==> src/loader_defines.svh <==
// Constants for the flash image configuration loader
`ifndef LOADER_DEFINES_SVH
`define LOADER_DEFINES_SVH
`define CLK_NS 50
`define FLASH_AW 26
`define FLASH_DW 16
`define CNT_W 12
`define OPT_BASE_BYTE 32'h0003_0000
`define FAC_BASE_BYTE 32'h0004_0000
`define USR_BASE_BYTE 32'h038C_0000
`define IMG_SPAN_BYTE 32'h0388_0000
`define LOC_ERASED 32'hFFFF_FFFF
`define OPT_WORDS 2'h3
`define T_ACC_NS 100
`define ACC_CYC ((`T_ACC_NS + `CLK_NS - 1) / `CLK_NS)
`define T_PROG_NS 200000
`define PROG_CYC ((`T_PROG_NS + `CLK_NS - 1) / `CLK_NS)
`define BOOT_WAIT_CYC 4
`define CMD_PROGRAM 16'h0040
`define RA_W 8
`define REG_CTRL 8'h00
`define REG_STATUS 8'h04
`define REG_PADDR 8'h08
`define REG_PDATA 8'h0C
`define REG_ISTAT 8'h10
`define REG_IMASK 8'h14
`define CTRL_PROG_EN 0
`define EV_W 3
`define EV_DONE 0
`define EV_ERR 1
`define EV_PROG 2
`endif

==> src/loader_pkg.sv <==
// Types for the flash image configuration loader
`include "loader_defines.svh"
package loader_pkg;
  typedef enum logic [2:0] {
    ST_BOOT,
    ST_OPT_RD,
    ST_LOAD,
    ST_PARK,
    ST_PROG
  } state_t;

  typedef struct packed {
    state_t st;
    logic [`CNT_W-1:0] cnt;
    logic [`FLASH_AW-1:0] addr;
    logic [`FLASH_AW-1:0] left;
    logic [63:0] loc;
    logic [1:0] idx;
    logic sel;
    logic [2:0] sel_s;
    logic [2:0] tdone_s;
    logic [2:0] terr_s;
    logic [`FLASH_DW-1:0] data;
    logic valid;
    logic done;
    logic err;
    logic prog_en;
    logic [`FLASH_AW-1:0] paddr;
    logic [`FLASH_DW-1:0] pdata;
    logic pbusy;
    logic [`EV_W-1:0] ist;
    logic [`EV_W-1:0] imask;
    logic [31:0] rdata;
    logic ce_n;
    logic oe_n;
    logic we_n;
    logic [`FLASH_DW-1:0] dq_out;
    logic dq_oe;
  } loader_state_t;
endpackage

==> src/flash_image_config_loader.sv <==
// Flash-to-target configuration loader with host programming path
// Operation
// After reset the selected image is read from flash and streamed to the target 16 bits at a time.
// The image-select pin is sampled at boot, 1 picks the factory image and 0 the user image.
// Reset while powered restarts the whole load sequence exactly as power-up does.
// Successful configuration drives the done output, failure drives the separate error output.
// The flash port addresses a 1-Gbit synchronous CFI flash with a 16-bit data bus.
// The loader is the only master of the flash bus.
// Locator bits sit at 0x00030000, factory image at 0x00040000, user image at 0x038C0000, each 57,856 KB.
// Region boundaries are byte addresses, converted to 16-bit word addresses on the flash bus.
// The locator region is read first to find the image start addresses used for loading.
// Host data arriving over JTAG is written by the loader into its flash.
// The host programs the flash only over JTAG with this controller in the chain.
// Flash content is written only from the host, never by the target.
// After a full erase the host rewrites the locator region along with the images.
// Loader and host use the same fixed image map.
// After an error the loader holds the error output and stops streaming until reset.
`timescale 1ns/1ps
`include "loader_defines.svh"
module flash_image_config_loader (
  input wire logic mclk,
  input wire logic resetn,
  input wire logic image_select,
  output logic [`FLASH_AW-1:0] flash_addr,
  input wire logic [`FLASH_DW-1:0] flash_dq_in,
  output logic [`FLASH_DW-1:0] flash_dq_out,
  output logic flash_dq_oe,
  output logic flash_ce_n,
  output logic flash_oe_n,
  output logic flash_we_n,
  output logic flash_adv_n,
  output logic flash_clk,
  output logic [`FLASH_DW-1:0] cfg_data,
  output logic cfg_valid,
  input wire logic cfg_ready,
  input wire logic target_done,
  input wire logic target_error,
  output logic config_done,
  output logic config_error,
  input wire logic [`RA_W-1:0] reg_addr,
  input wire logic [31:0] reg_wdata,
  input wire logic reg_wr,
  input wire logic reg_rd,
  output logic [31:0] reg_rdata,
  output logic irq
);
  loader_pkg::loader_state_t r;
  loader_pkg::loader_state_t n;
  logic rd_cap;
  logic [31:0] start_byte;
  logic [31:0] loc_pick;
  logic [63:0] loc_new;

  // Read strobe completes after the access time has elapsed
  assign rd_cap = (r.cnt == `CNT_W'(`ACC_CYC));
  // Erased locator falls back to the fixed map shared with the host
  // Last locator word is still on the bus when the start address is chosen
  assign loc_new = (r.st == loader_pkg::ST_OPT_RD) ? {flash_dq_in, r.loc[63:16]} : r.loc;
  assign loc_pick = r.sel ? loc_new[31:0] : loc_new[63:32];
  assign start_byte = (loc_pick != `LOC_ERASED) ? loc_pick
                    : (r.sel ? `FAC_BASE_BYTE : `USR_BASE_BYTE);

  always_comb begin
    n = r;
    n.rdata = '0;
    n.sel_s = {r.sel_s[1:0], image_select};
    n.tdone_s = {r.tdone_s[1:0], target_done};
    n.terr_s = {r.terr_s[1:0], target_error};
    if (r.valid && cfg_ready) begin
      n.valid = 1'b0;
    end
    // Clears land before the state machine so a same-cycle event wins
    if (reg_wr) begin
      if (reg_addr == `REG_CTRL) begin
        n.prog_en = reg_wdata[`CTRL_PROG_EN];
      end else if (reg_addr == `REG_PADDR) begin
        n.paddr = reg_wdata[`FLASH_AW-1:0];
      end else if (reg_addr == `REG_PDATA) begin
        // Ignored while a word is still being programmed
        if (!r.pbusy && r.prog_en) begin
          n.pdata = reg_wdata[`FLASH_DW-1:0];
          n.pbusy = 1'b1;
        end
      end else if (reg_addr == `REG_ISTAT) begin
        n.ist = r.ist & ~reg_wdata[`EV_W-1:0];
      end else if (reg_addr == `REG_IMASK) begin
        n.imask = reg_wdata[`EV_W-1:0];
      end
    end
    if (reg_rd) begin
      if (reg_addr == `REG_CTRL) begin
        n.rdata = {31'h0, r.prog_en};
      end else if (reg_addr == `REG_STATUS) begin
        n.rdata = {25'h0, r.st, r.pbusy, r.sel, r.err, r.done};
      end else if (reg_addr == `REG_PADDR) begin
        n.rdata = {6'h0, r.paddr};
      end else if (reg_addr == `REG_PDATA) begin
        n.rdata = {16'h0, r.pdata};
      end else if (reg_addr == `REG_ISTAT) begin
        n.rdata = {29'h0, r.ist};
      end else if (reg_addr == `REG_IMASK) begin
        n.rdata = {29'h0, r.imask};
      end
    end
    case (r.st)
      loader_pkg::ST_BOOT: begin
        // Let the select synchroniser fill before sampling
        if (r.cnt == `CNT_W'(`BOOT_WAIT_CYC)) begin
          if (r.sel_s[2] == r.sel_s[1]) begin
            n.sel = r.sel_s[2];
            n.st = loader_pkg::ST_OPT_RD;
            n.addr = `FLASH_AW'(`OPT_BASE_BYTE >> 1);
            n.idx = 2'h0;
            n.cnt = '0;
          end
        end else begin
          n.cnt = r.cnt + `CNT_W'(1);
        end
      end
      loader_pkg::ST_OPT_RD, loader_pkg::ST_LOAD: begin
        // Waiting word is handed over first; a target that never takes it stalls here
        if (r.st == loader_pkg::ST_LOAD && r.cnt == '0 && r.terr_s[2] && r.terr_s[1]
            && (!r.valid || cfg_ready)) begin
          n.err = 1'b1;
          n.valid = 1'b0;
          n.ist[`EV_ERR] = 1'b1;
          n.st = loader_pkg::ST_PARK;
        end else if (r.st == loader_pkg::ST_LOAD && r.cnt == '0 && r.tdone_s[2] && r.tdone_s[1]) begin
          n.done = 1'b1;
          n.ist[`EV_DONE] = 1'b1;
          n.st = loader_pkg::ST_PARK;
        end else if (r.st == loader_pkg::ST_LOAD && r.cnt == '0 && r.left == '0 && !r.valid) begin
          // Image ran out without the target finishing
          n.err = 1'b1;
          n.ist[`EV_ERR] = 1'b1;
          n.st = loader_pkg::ST_PARK;
        end else if (r.cnt == '0) begin
          // One word in flight at a time: no read until the last is taken
          if (r.st == loader_pkg::ST_OPT_RD || !r.valid) begin
            n.ce_n = 1'b0;
            n.oe_n = 1'b0;
            n.cnt = `CNT_W'(1);
          end
        end else if (rd_cap) begin
          n.ce_n = 1'b1;
          n.oe_n = 1'b1;
          n.cnt = '0;
          n.addr = r.addr + `FLASH_AW'(1);
          if (r.st == loader_pkg::ST_OPT_RD) begin
            n.loc = {flash_dq_in, r.loc[63:16]};
            n.idx = r.idx + 2'h1;
            if (r.idx == `OPT_WORDS) begin
              n.st = loader_pkg::ST_LOAD;
              n.addr = start_byte[`FLASH_AW:1];
              n.left = `FLASH_AW'(`IMG_SPAN_BYTE >> 1);
            end
          end else begin
            n.data = flash_dq_in;
            n.valid = 1'b1;
            n.left = r.left - `FLASH_AW'(1);
          end
        end else begin
          n.cnt = r.cnt + `CNT_W'(1);
        end
      end
      loader_pkg::ST_PARK: begin
        // Programming only once the load has settled, so one master owns the bus
        if (r.pbusy) begin
          n.st = loader_pkg::ST_PROG;
          n.cnt = '0;
          n.addr = r.paddr;
        end
      end
      loader_pkg::ST_PROG: begin
        n.cnt = r.cnt + `CNT_W'(1);
        if (r.cnt == `CNT_W'(0)) begin
          n.ce_n = 1'b0;
          n.we_n = 1'b0;
          n.dq_oe = 1'b1;
          n.dq_out = `CMD_PROGRAM;
        end else if (r.cnt == `CNT_W'(2)) begin
          n.we_n = 1'b0;
          n.dq_out = r.pdata;
        end else if (r.cnt == `CNT_W'(1) || r.cnt == `CNT_W'(3)) begin
          n.we_n = 1'b1;
        end else if (r.cnt == `CNT_W'(4)) begin
          n.ce_n = 1'b1;
          n.dq_oe = 1'b0;
        end else if (r.cnt == `CNT_W'(`PROG_CYC)) begin
          n.pbusy = 1'b0;
          n.ist[`EV_PROG] = 1'b1;
          n.st = loader_pkg::ST_PARK;
          n.cnt = '0;
        end
      end
      default: begin
        n.st = loader_pkg::ST_BOOT;
      end
    endcase
  end

  // Any reset, power-up or pushbutton, reruns the full sequence
  always_ff @(posedge mclk or negedge resetn) begin
    if (!resetn) begin
      r <= '0;
      r.st <= loader_pkg::ST_BOOT;
      r.ce_n <= 1'b1;
      r.oe_n <= 1'b1;
      r.we_n <= 1'b1;
    end else begin
      r <= n;
    end
  end

  assign flash_addr = r.addr;
  assign flash_dq_out = r.dq_out;
  assign flash_dq_oe = r.dq_oe;
  assign flash_ce_n = r.ce_n;
  assign flash_oe_n = r.oe_n;
  assign flash_we_n = r.we_n;
  // Asynchronous access mode: address latch open, burst clock idle
  assign flash_adv_n = 1'b0;
  assign flash_clk = 1'b0;
  assign cfg_data = r.data;
  assign cfg_valid = r.valid;
  assign config_done = r.done;
  assign config_error = r.err;
  assign reg_rdata = r.rdata;
  assign irq = |(r.ist & r.imask);
endmodule // flash_image_config_loader

==> config.mk <==
export PLATFORM = sky130hd
export DESIGN_NAME = flash_image_config_loader
export DESIGN_NICKNAME = d
export VERILOG_FILES = /design/src/loader_pkg.sv /design/src/flash_image_config_loader.sv
export VERILOG_INCLUDE_DIRS = /design/src /design/src/src
export SDC_FILE = /design/constraint.sdc
export NUM_CORES = 1
export LEC_CHECK = 0
export BUFFER_PORTS_ARGS = -buffer_cell sky130_fd_sc_hd__buf_2
export CAP_MARGIN = 25
export CELL_PAD_IN_SITES_DETAIL_PLACEMENT = 0
export CELL_PAD_IN_SITES_GLOBAL_PLACEMENT = 1
export CORE_UTILIZATION = 25
export DETAILED_ROUTE_END_ITERATION = 6
export PLACE_DENSITY = 0.54
export SETUP_SLACK_MARGIN = 0.15
export SLEW_MARGIN = 20
export SYNTH_ARGS = -nofsm -noshare
export SYNTH_HDL_FRONTEND = slang
export SYNTH_SLANG_ARGS = --single-unit
export TNS_END_PERCENT = 5
==> constraint.sdc <==
create_clock -name mclk -period 5.7 [get_ports mclk]
set_input_delay 0.57 -clock mclk [delete_from_list [all_inputs] [get_ports mclk]]
set_output_delay 0.57 -clock mclk [all_outputs]
set_load 0.05 [all_outputs]
# After elaboration in Yosys (flattened, before gate mapping)
# Cells that the tools add are included.
[op_classes]
n_eq_ne = 46
addsub = 4
reduce_logical = 48
n_bitwise = 12
mux = 98
[op_table]
columns = ["cell", "n"]
rows = [
  ["two-way mux 130 bit", 3],
  ["two-way mux 118 bit", 2],
  ["two-way mux 26 bit", 8],
  ["two-way mux 17 bit", 5],
  ["two-way mux 41 bit", 2],
  ["case mux 26 bit (3 select lines)", 1],
  ["two-way mux 15 bit", 5],
  ["two-way mux 66 bit", 1],
  ["two-way mux 64 bit", 1],
  ["two-way mux 52 bit", 1],
  ["two-way mux 12 bit", 4],
  ["two-way mux 3 bit", 16],
  ["case mux 12 bit (4 select lines)", 1],
  ["inequality test 2 bit, second input constant", 17],
  ["two-way mux 16 bit", 2],
  ["two-way mux 32 bit", 1],
  ["inequality test 32 bit, second input constant", 1],
  ["AND reduction 7 bit", 4],
  ["two-way mux 27 bit", 1],
  ["AND reduction 9 bit", 3],
  ["adder 26 x 1 -> 26 bit, second input constant", 1],
  ["zero test 26 bit", 1],
  ["two-way mux 2 bit", 13],
  ["subtractor 26 x 1 -> 26 bit, second input constant", 1],
  ["other kinds (44)", 113],
]
[totals]
regBits = 264
output_inout_bits = 100
wordCells = 234

# Logic depth before layout (Yosys ltp)
[logic_depth]
depth_word = 13
mapped_depth = 11

# Least setup slack after synthesis
# OpenSTA, ideal clock, no wires.
[synth_path]
kind = "input port to flip-flop"
startpoint = "in reg_addr[0]"
endpoint = "reg r[65] in the netlist's numbering"
n_path_buf = 2
stages = 8
t_arrival_ns = 2.600
setup_time_ns = 0.125
setup_slack_ns = 2.975
path_cell_list = "or4_1 > nor3_1 > and2_1 > and4_1 > nor2b_1 > buf_2 > buf_4 > mux2_2"
[synth_via]
elab_chain_cells = 3
[synth_rtl]
columns = ["element", "line_no", "rtl"]
rows = [
  ["start: declaration", "flash_image_config_loader.sv:40", "input wire logic [`RA_W-1:0] reg_addr,"],
  ["== test 8 x 4 -> 1 bit (no line) or zero test 8 bit (tied branches)", "n/a", ""],
  ["NOT 1 bit (no line)", "n/a", ""],
  ["AND reduction 5 bit (no line) *", "n/a", ""],
  ["end signal: assignment", "flash_image_config_loader.sv:211", "r <= n;"],
  ["end: declaration", "flash_image_config_loader.sv:47", "loader_pkg::loader_state_t r;"],
]
# Every way passes the cells marked *; elsewhere a longest branch is shown, timed or not.
# A chain may end at the register's enable or synchronous reset.

# Worst setup path in the final report
[layout_path]
startpoint = "reg r[249] in the netlist's numbering"
endpoint = "reg r (netlist bit cfg_data[5])"
[layout_via]
elab_chain_cells = 7
[layout_rtl]
columns = ["element", "line_no", "rtl"]
rows = [
  ["zero test 12 bit", "n/a", ""],
  ["logical AND 1 bit", "flash_image_config_loader.sv:122, flash_image_config_loader.sv:128, flash_image_config_loader.sv:132", ""],
  ["logical AND 1 bit (2 in series)", "flash_image_config_loader.sv:122", "if (r.st == loader_pkg::ST_LOAD && r.cnt == '0 && r.terr_s[2] && r.terr_s[1]"],
  ["logical AND 1 bit", "flash_image_config_loader.sv:123", "&& (!r.valid || cfg_ready)) begin"],
  ["NOT 1 bit (no line)", "n/a", ""],
  ["AND reduction 7 bit (no line) *", "n/a", ""],
]
# Marks and branches as above.

==> implementation parameters <==
Parameter                              Value

Outcome
  Run status    complete, no violations

Synthesis
  Synth Cell Area    13100 um^2
  Synthesized flop and latch total    approximately 260
  Average cell area after synthesis    9.99 um^2
  Portion of the post-synthesis area used by sequential elements    just under 50%
  Number of enable-type register cells in the synthesized netlist    0
  Number of instances in the synthesized netlist    1314
  Top flip-flop cell by instance count after synthesis    sky130_fd_sc_hd__dfrtp_1
  Number of synthesis warnings    0
  Share of synthesized flip-flops with an asynchronous set or reset    between 90% and 100%
  Number of distinct library cells after synthesis    79

Floorplan
  Count of boundary I/O pins    164
  Core footprint    51600 um^2
  Die Y-Extent    231 um
  Number of rows created at floorplan    83
  Starting utilization of the core area    approximately 25%
  Die Footprint    53400 um^2
  Die X-Extent    ~230 um

GRT
  First-pass GRT wire length    60800 um
  Total global routing overflow    0
  Vias in the first global route    9603
  Initial antenna violation count    0
  Pin count of the biggest net entering global routing    109
  GRT Resource Usage Total    14.8%

STA
  Final sum of negative setup slack    0 ns
  Worst-case clock skew    0.0325 ns
  Number of slew-limit violations in the final report    0
  Max-slew headroom    a little over a third
  Final setup violation count    0
  Tmin final    about 3.5 ns
  RSZ-0062 raised after global routing    false
  Final Hold Fails    0
  Final period utilization    61.8%
  Worst slew pin tran    0.971 ns
  Maximum clock frequency    284 MHz

Clock tree
  Clock tree buffer depth    3
  Clk root buf    sky130_fd_sc_hd__clkbuf_16
  TritonCTS clock tree    done
  Clk Latency, worst-skew pair    0.55 ns
  Number of resized instances in the post-cts repair step    0
  Hold buffer count at cts    0
  Clock Sink Count    approximately 260
  Register clock-pin slew on the reported worst setup and hold paths    approximately 0.060 ns
  Postcts setup bufs    0
  H-tree level count    2
  Clock buffers created by TritonCTS    34

Setup path
  Critical Path Sink Type    flop
  End of the worst register-to-register path    cfg_data[5]
  Worst Setup Start Kind    flop
  Length in cells of the worst reg-to-reg path    7
  Register-to-register setup slack    between 2 and 2.5 ns
  Worst setup path class    flop to flop
  CP arrival    3.93 ns
  Data required, critical path    6.11 ns
  Launch point of the worst reg-to-reg path    r[249]
  Critical path fanouts, max    17

Layout
  Final Core Density    29.4%
  # nets final    1449
  Antenna diodes    0
  Fraction of final layout cells sized beyond drive strength 1    24.7%
  Layout Area Growth over Synthesis    15.6%

Detailed routing
  Via count    9740
  Routed wire per std cell    18.8 um
  Vias per cell    4.68
  Count of routing violations after the opening detailed-route iteration    718
  First-pass detailed-route iteration total    5
  DRC violations left    0
  Antenna-violating nets left    0
  Post-Route WL    39100 um

Pwr
  Static power due to leakage    7.02 nW
  Total power divided by cell area    345 nW/um^2
  Worst voltage drop across the vdd grid    roughly 0.15 mV

Min path
  Worst hold path type    input port to asynchronous set/reset pin

Placed design
  Number of buffers inserted by port buffering    approximately 150
  Final HPWL DP    27400 um
  RePlAce Congestion    roughly 0.80

Run
  Max-cap violations    0
worst max path at each step:
| stage | start | to | cells after the start |
|---|---|---|---|
| after CTS | r[262] | flash_addr[20] | 8 |
| final | r[249] | cfg_data[5] | 7 |
| after global routing | r[249] | r[202] | 10 |
| after global placement | r[262] | flash_addr[20] | 8 |
| after detailed placement | r[262] | flash_addr[20] | 8 |
| after floorplan | reg_addr[0] | r[65] | 8 |
critical path: stages (launching register included):
cell and delay [ns]:
sky130_fd_sc_hd__dfrtp_1 0.52, sky130_fd_sc_hd__inv_1 0.12, sky130_fd_sc_hd__ha_1 0.24, sky130_fd_sc_hd__nor4b_1 0.46, sky130_fd_sc_hd__and3_1 0.45, sky130_fd_sc_hd__nand2_1 0.30, sky130_fd_sc_hd__nor2_2 0.85, sky130_fd_sc_hd__mux2_2 0.42
where the power goes:
part           internal, mW  switching (mW)  total, mW
registers              1.96           0.171       2.13
clock network          1.34           0.868       2.20
logic                 0.277           0.630      0.906
total                  3.57            1.67       5.24
cell families after synthesis:
logic type / after synthesis / share of synthesized area [%]
flops: 258 / 49.2
compound gates: 170 / 9.05
other cells: 1 / 0.0286
fa+ha+maj: 7 / 0.667
buf+inv: 166 / 7.62
xor+xnor: 46 / 3.07
simple gates: 562 / 20.6
mux: 104 / 9.74
metrics by stage:
stage | instances | hold WS [ns] | total power [mW] | setup slack (ns) | area, um^2
after floorplan | 1321 | 0.274 | 2.81 | 2.97 | 13200
after global placement | 2016 | 0.339 | 3.07 | 1.87 | 14000
after detailed placement | 2018 | 0.343 | 3.08 | 1.87 | 14000
after CTS | 2079 | 0.0845 | 5.34 | 1.86 | 15100
after global routing | 2083 | 0.105 | 5.49 | 1.88 | 15200
final | 2083 | 0.0463 | 5.24 | 2.18 | 15200
state kept, by name (all words and copies together) (netlist names):
signal        flops
r               161
flash_addr       26
reg_rdata        26
cfg_data         16
flash_dq_out     16
n                 6
cfg_valid         1
config_done       1
config_error      1
flash_ce_n        1
flash_dq_oe       1
flash_oe_n        1
flash_we_n        1
per-layer routing:
metal	up-vias	track usage, %	wire, um
li1	4652	-	-
met1	4831	21.0	18700
met2	208	22.9	17900
met3	49	2.85	1830
met4	0	3.60	643
met5	-	0	0
Yosys cell counts, drive strengths merged (11+ instances only):
| cell | count | share of area [%] |
|---|---|---|
| mux2i | 16 | 1.2 |
| nand4 | 32 | 1.6 |
| xor2 | 13 | 0.87 |
| mux2 | 77 | 6.6 |
| nor2b | 11 | 0.52 |
| nor4 | 14 | 1.0 |
| clkbuf | 39 | 1.1 |
| a22o | 17 | 1.1 |
| nand3 | 39 | 1.6 |
| and3 | 17 | 0.81 |
| nand2 | 264 | 7.5 |
| buf | 113 | 6.1 |
| and2 | 16 | 0.76 |
| nor3 | 22 | 0.95 |
| dfrtp | 255 | 49 |
| a22oi | 12 | 0.69 |
| inv | 13 | 0.37 |
| a21oi | 31 | 1.2 |
| mux4 | 11 | 1.9 |
| nor2 | 96 | 2.8 |
| o21ai | 40 | 1.5 |
| xnor2 | 33 | 2.2 |
cells in the final DEF, fill, tap and decap left out, types with 8 or more instances in the layout:
cell type	count
sky130_fd_sc_hd__clkinv_2	9
sky130_fd_sc_hd__mux4_2	11
sky130_fd_sc_hd__o21ai_1	9
sky130_fd_sc_hd__nand3_1	36
sky130_fd_sc_hd__nor3_1	19
sky130_fd_sc_hd__or4_1	8
sky130_fd_sc_hd__mux2_2	76
sky130_fd_sc_hd__nor2b_1	11
sky130_fd_sc_hd__nand2_1	263
sky130_fd_sc_hd__xnor2_1	33
sky130_fd_sc_hd__buf_4	18
sky130_fd_sc_hd__clkbuf_16	35
sky130_fd_sc_hd__buf_2	149
sky130_fd_sc_hd__nand4_1	31
sky130_fd_sc_hd__a21oi_1	30
sky130_fd_sc_hd__nor4_1	8
sky130_fd_sc_hd__o21ai_0	31
sky130_fd_sc_hd__and2_1	15
sky130_fd_sc_hd__and3_1	17
sky130_fd_sc_hd__dfrtp_1	254
sky130_fd_sc_hd__mux2i_1	16
sky130_fd_sc_hd__xor2_1	13
sky130_fd_sc_hd__conb_1	8
sky130_fd_sc_hd__a22o_1	17
sky130_fd_sc_hd__nor2_1	94
sky130_fd_sc_hd__inv_1	13
sky130_fd_sc_hd__a22oi_1	12
area by class of cell:
cell class,count,area [um^2]
Clock inverter,16,181
Fill cell,5407,36400
Tap cell,680,851
Timing Repair Buffer,173,961
Multi-Input combinational cell,897,5700
Sequential cell,258,6460
Inverter,14,52.6
Clock buffer,45,963
Note: power is estimated with default switching activity, not from simulation.
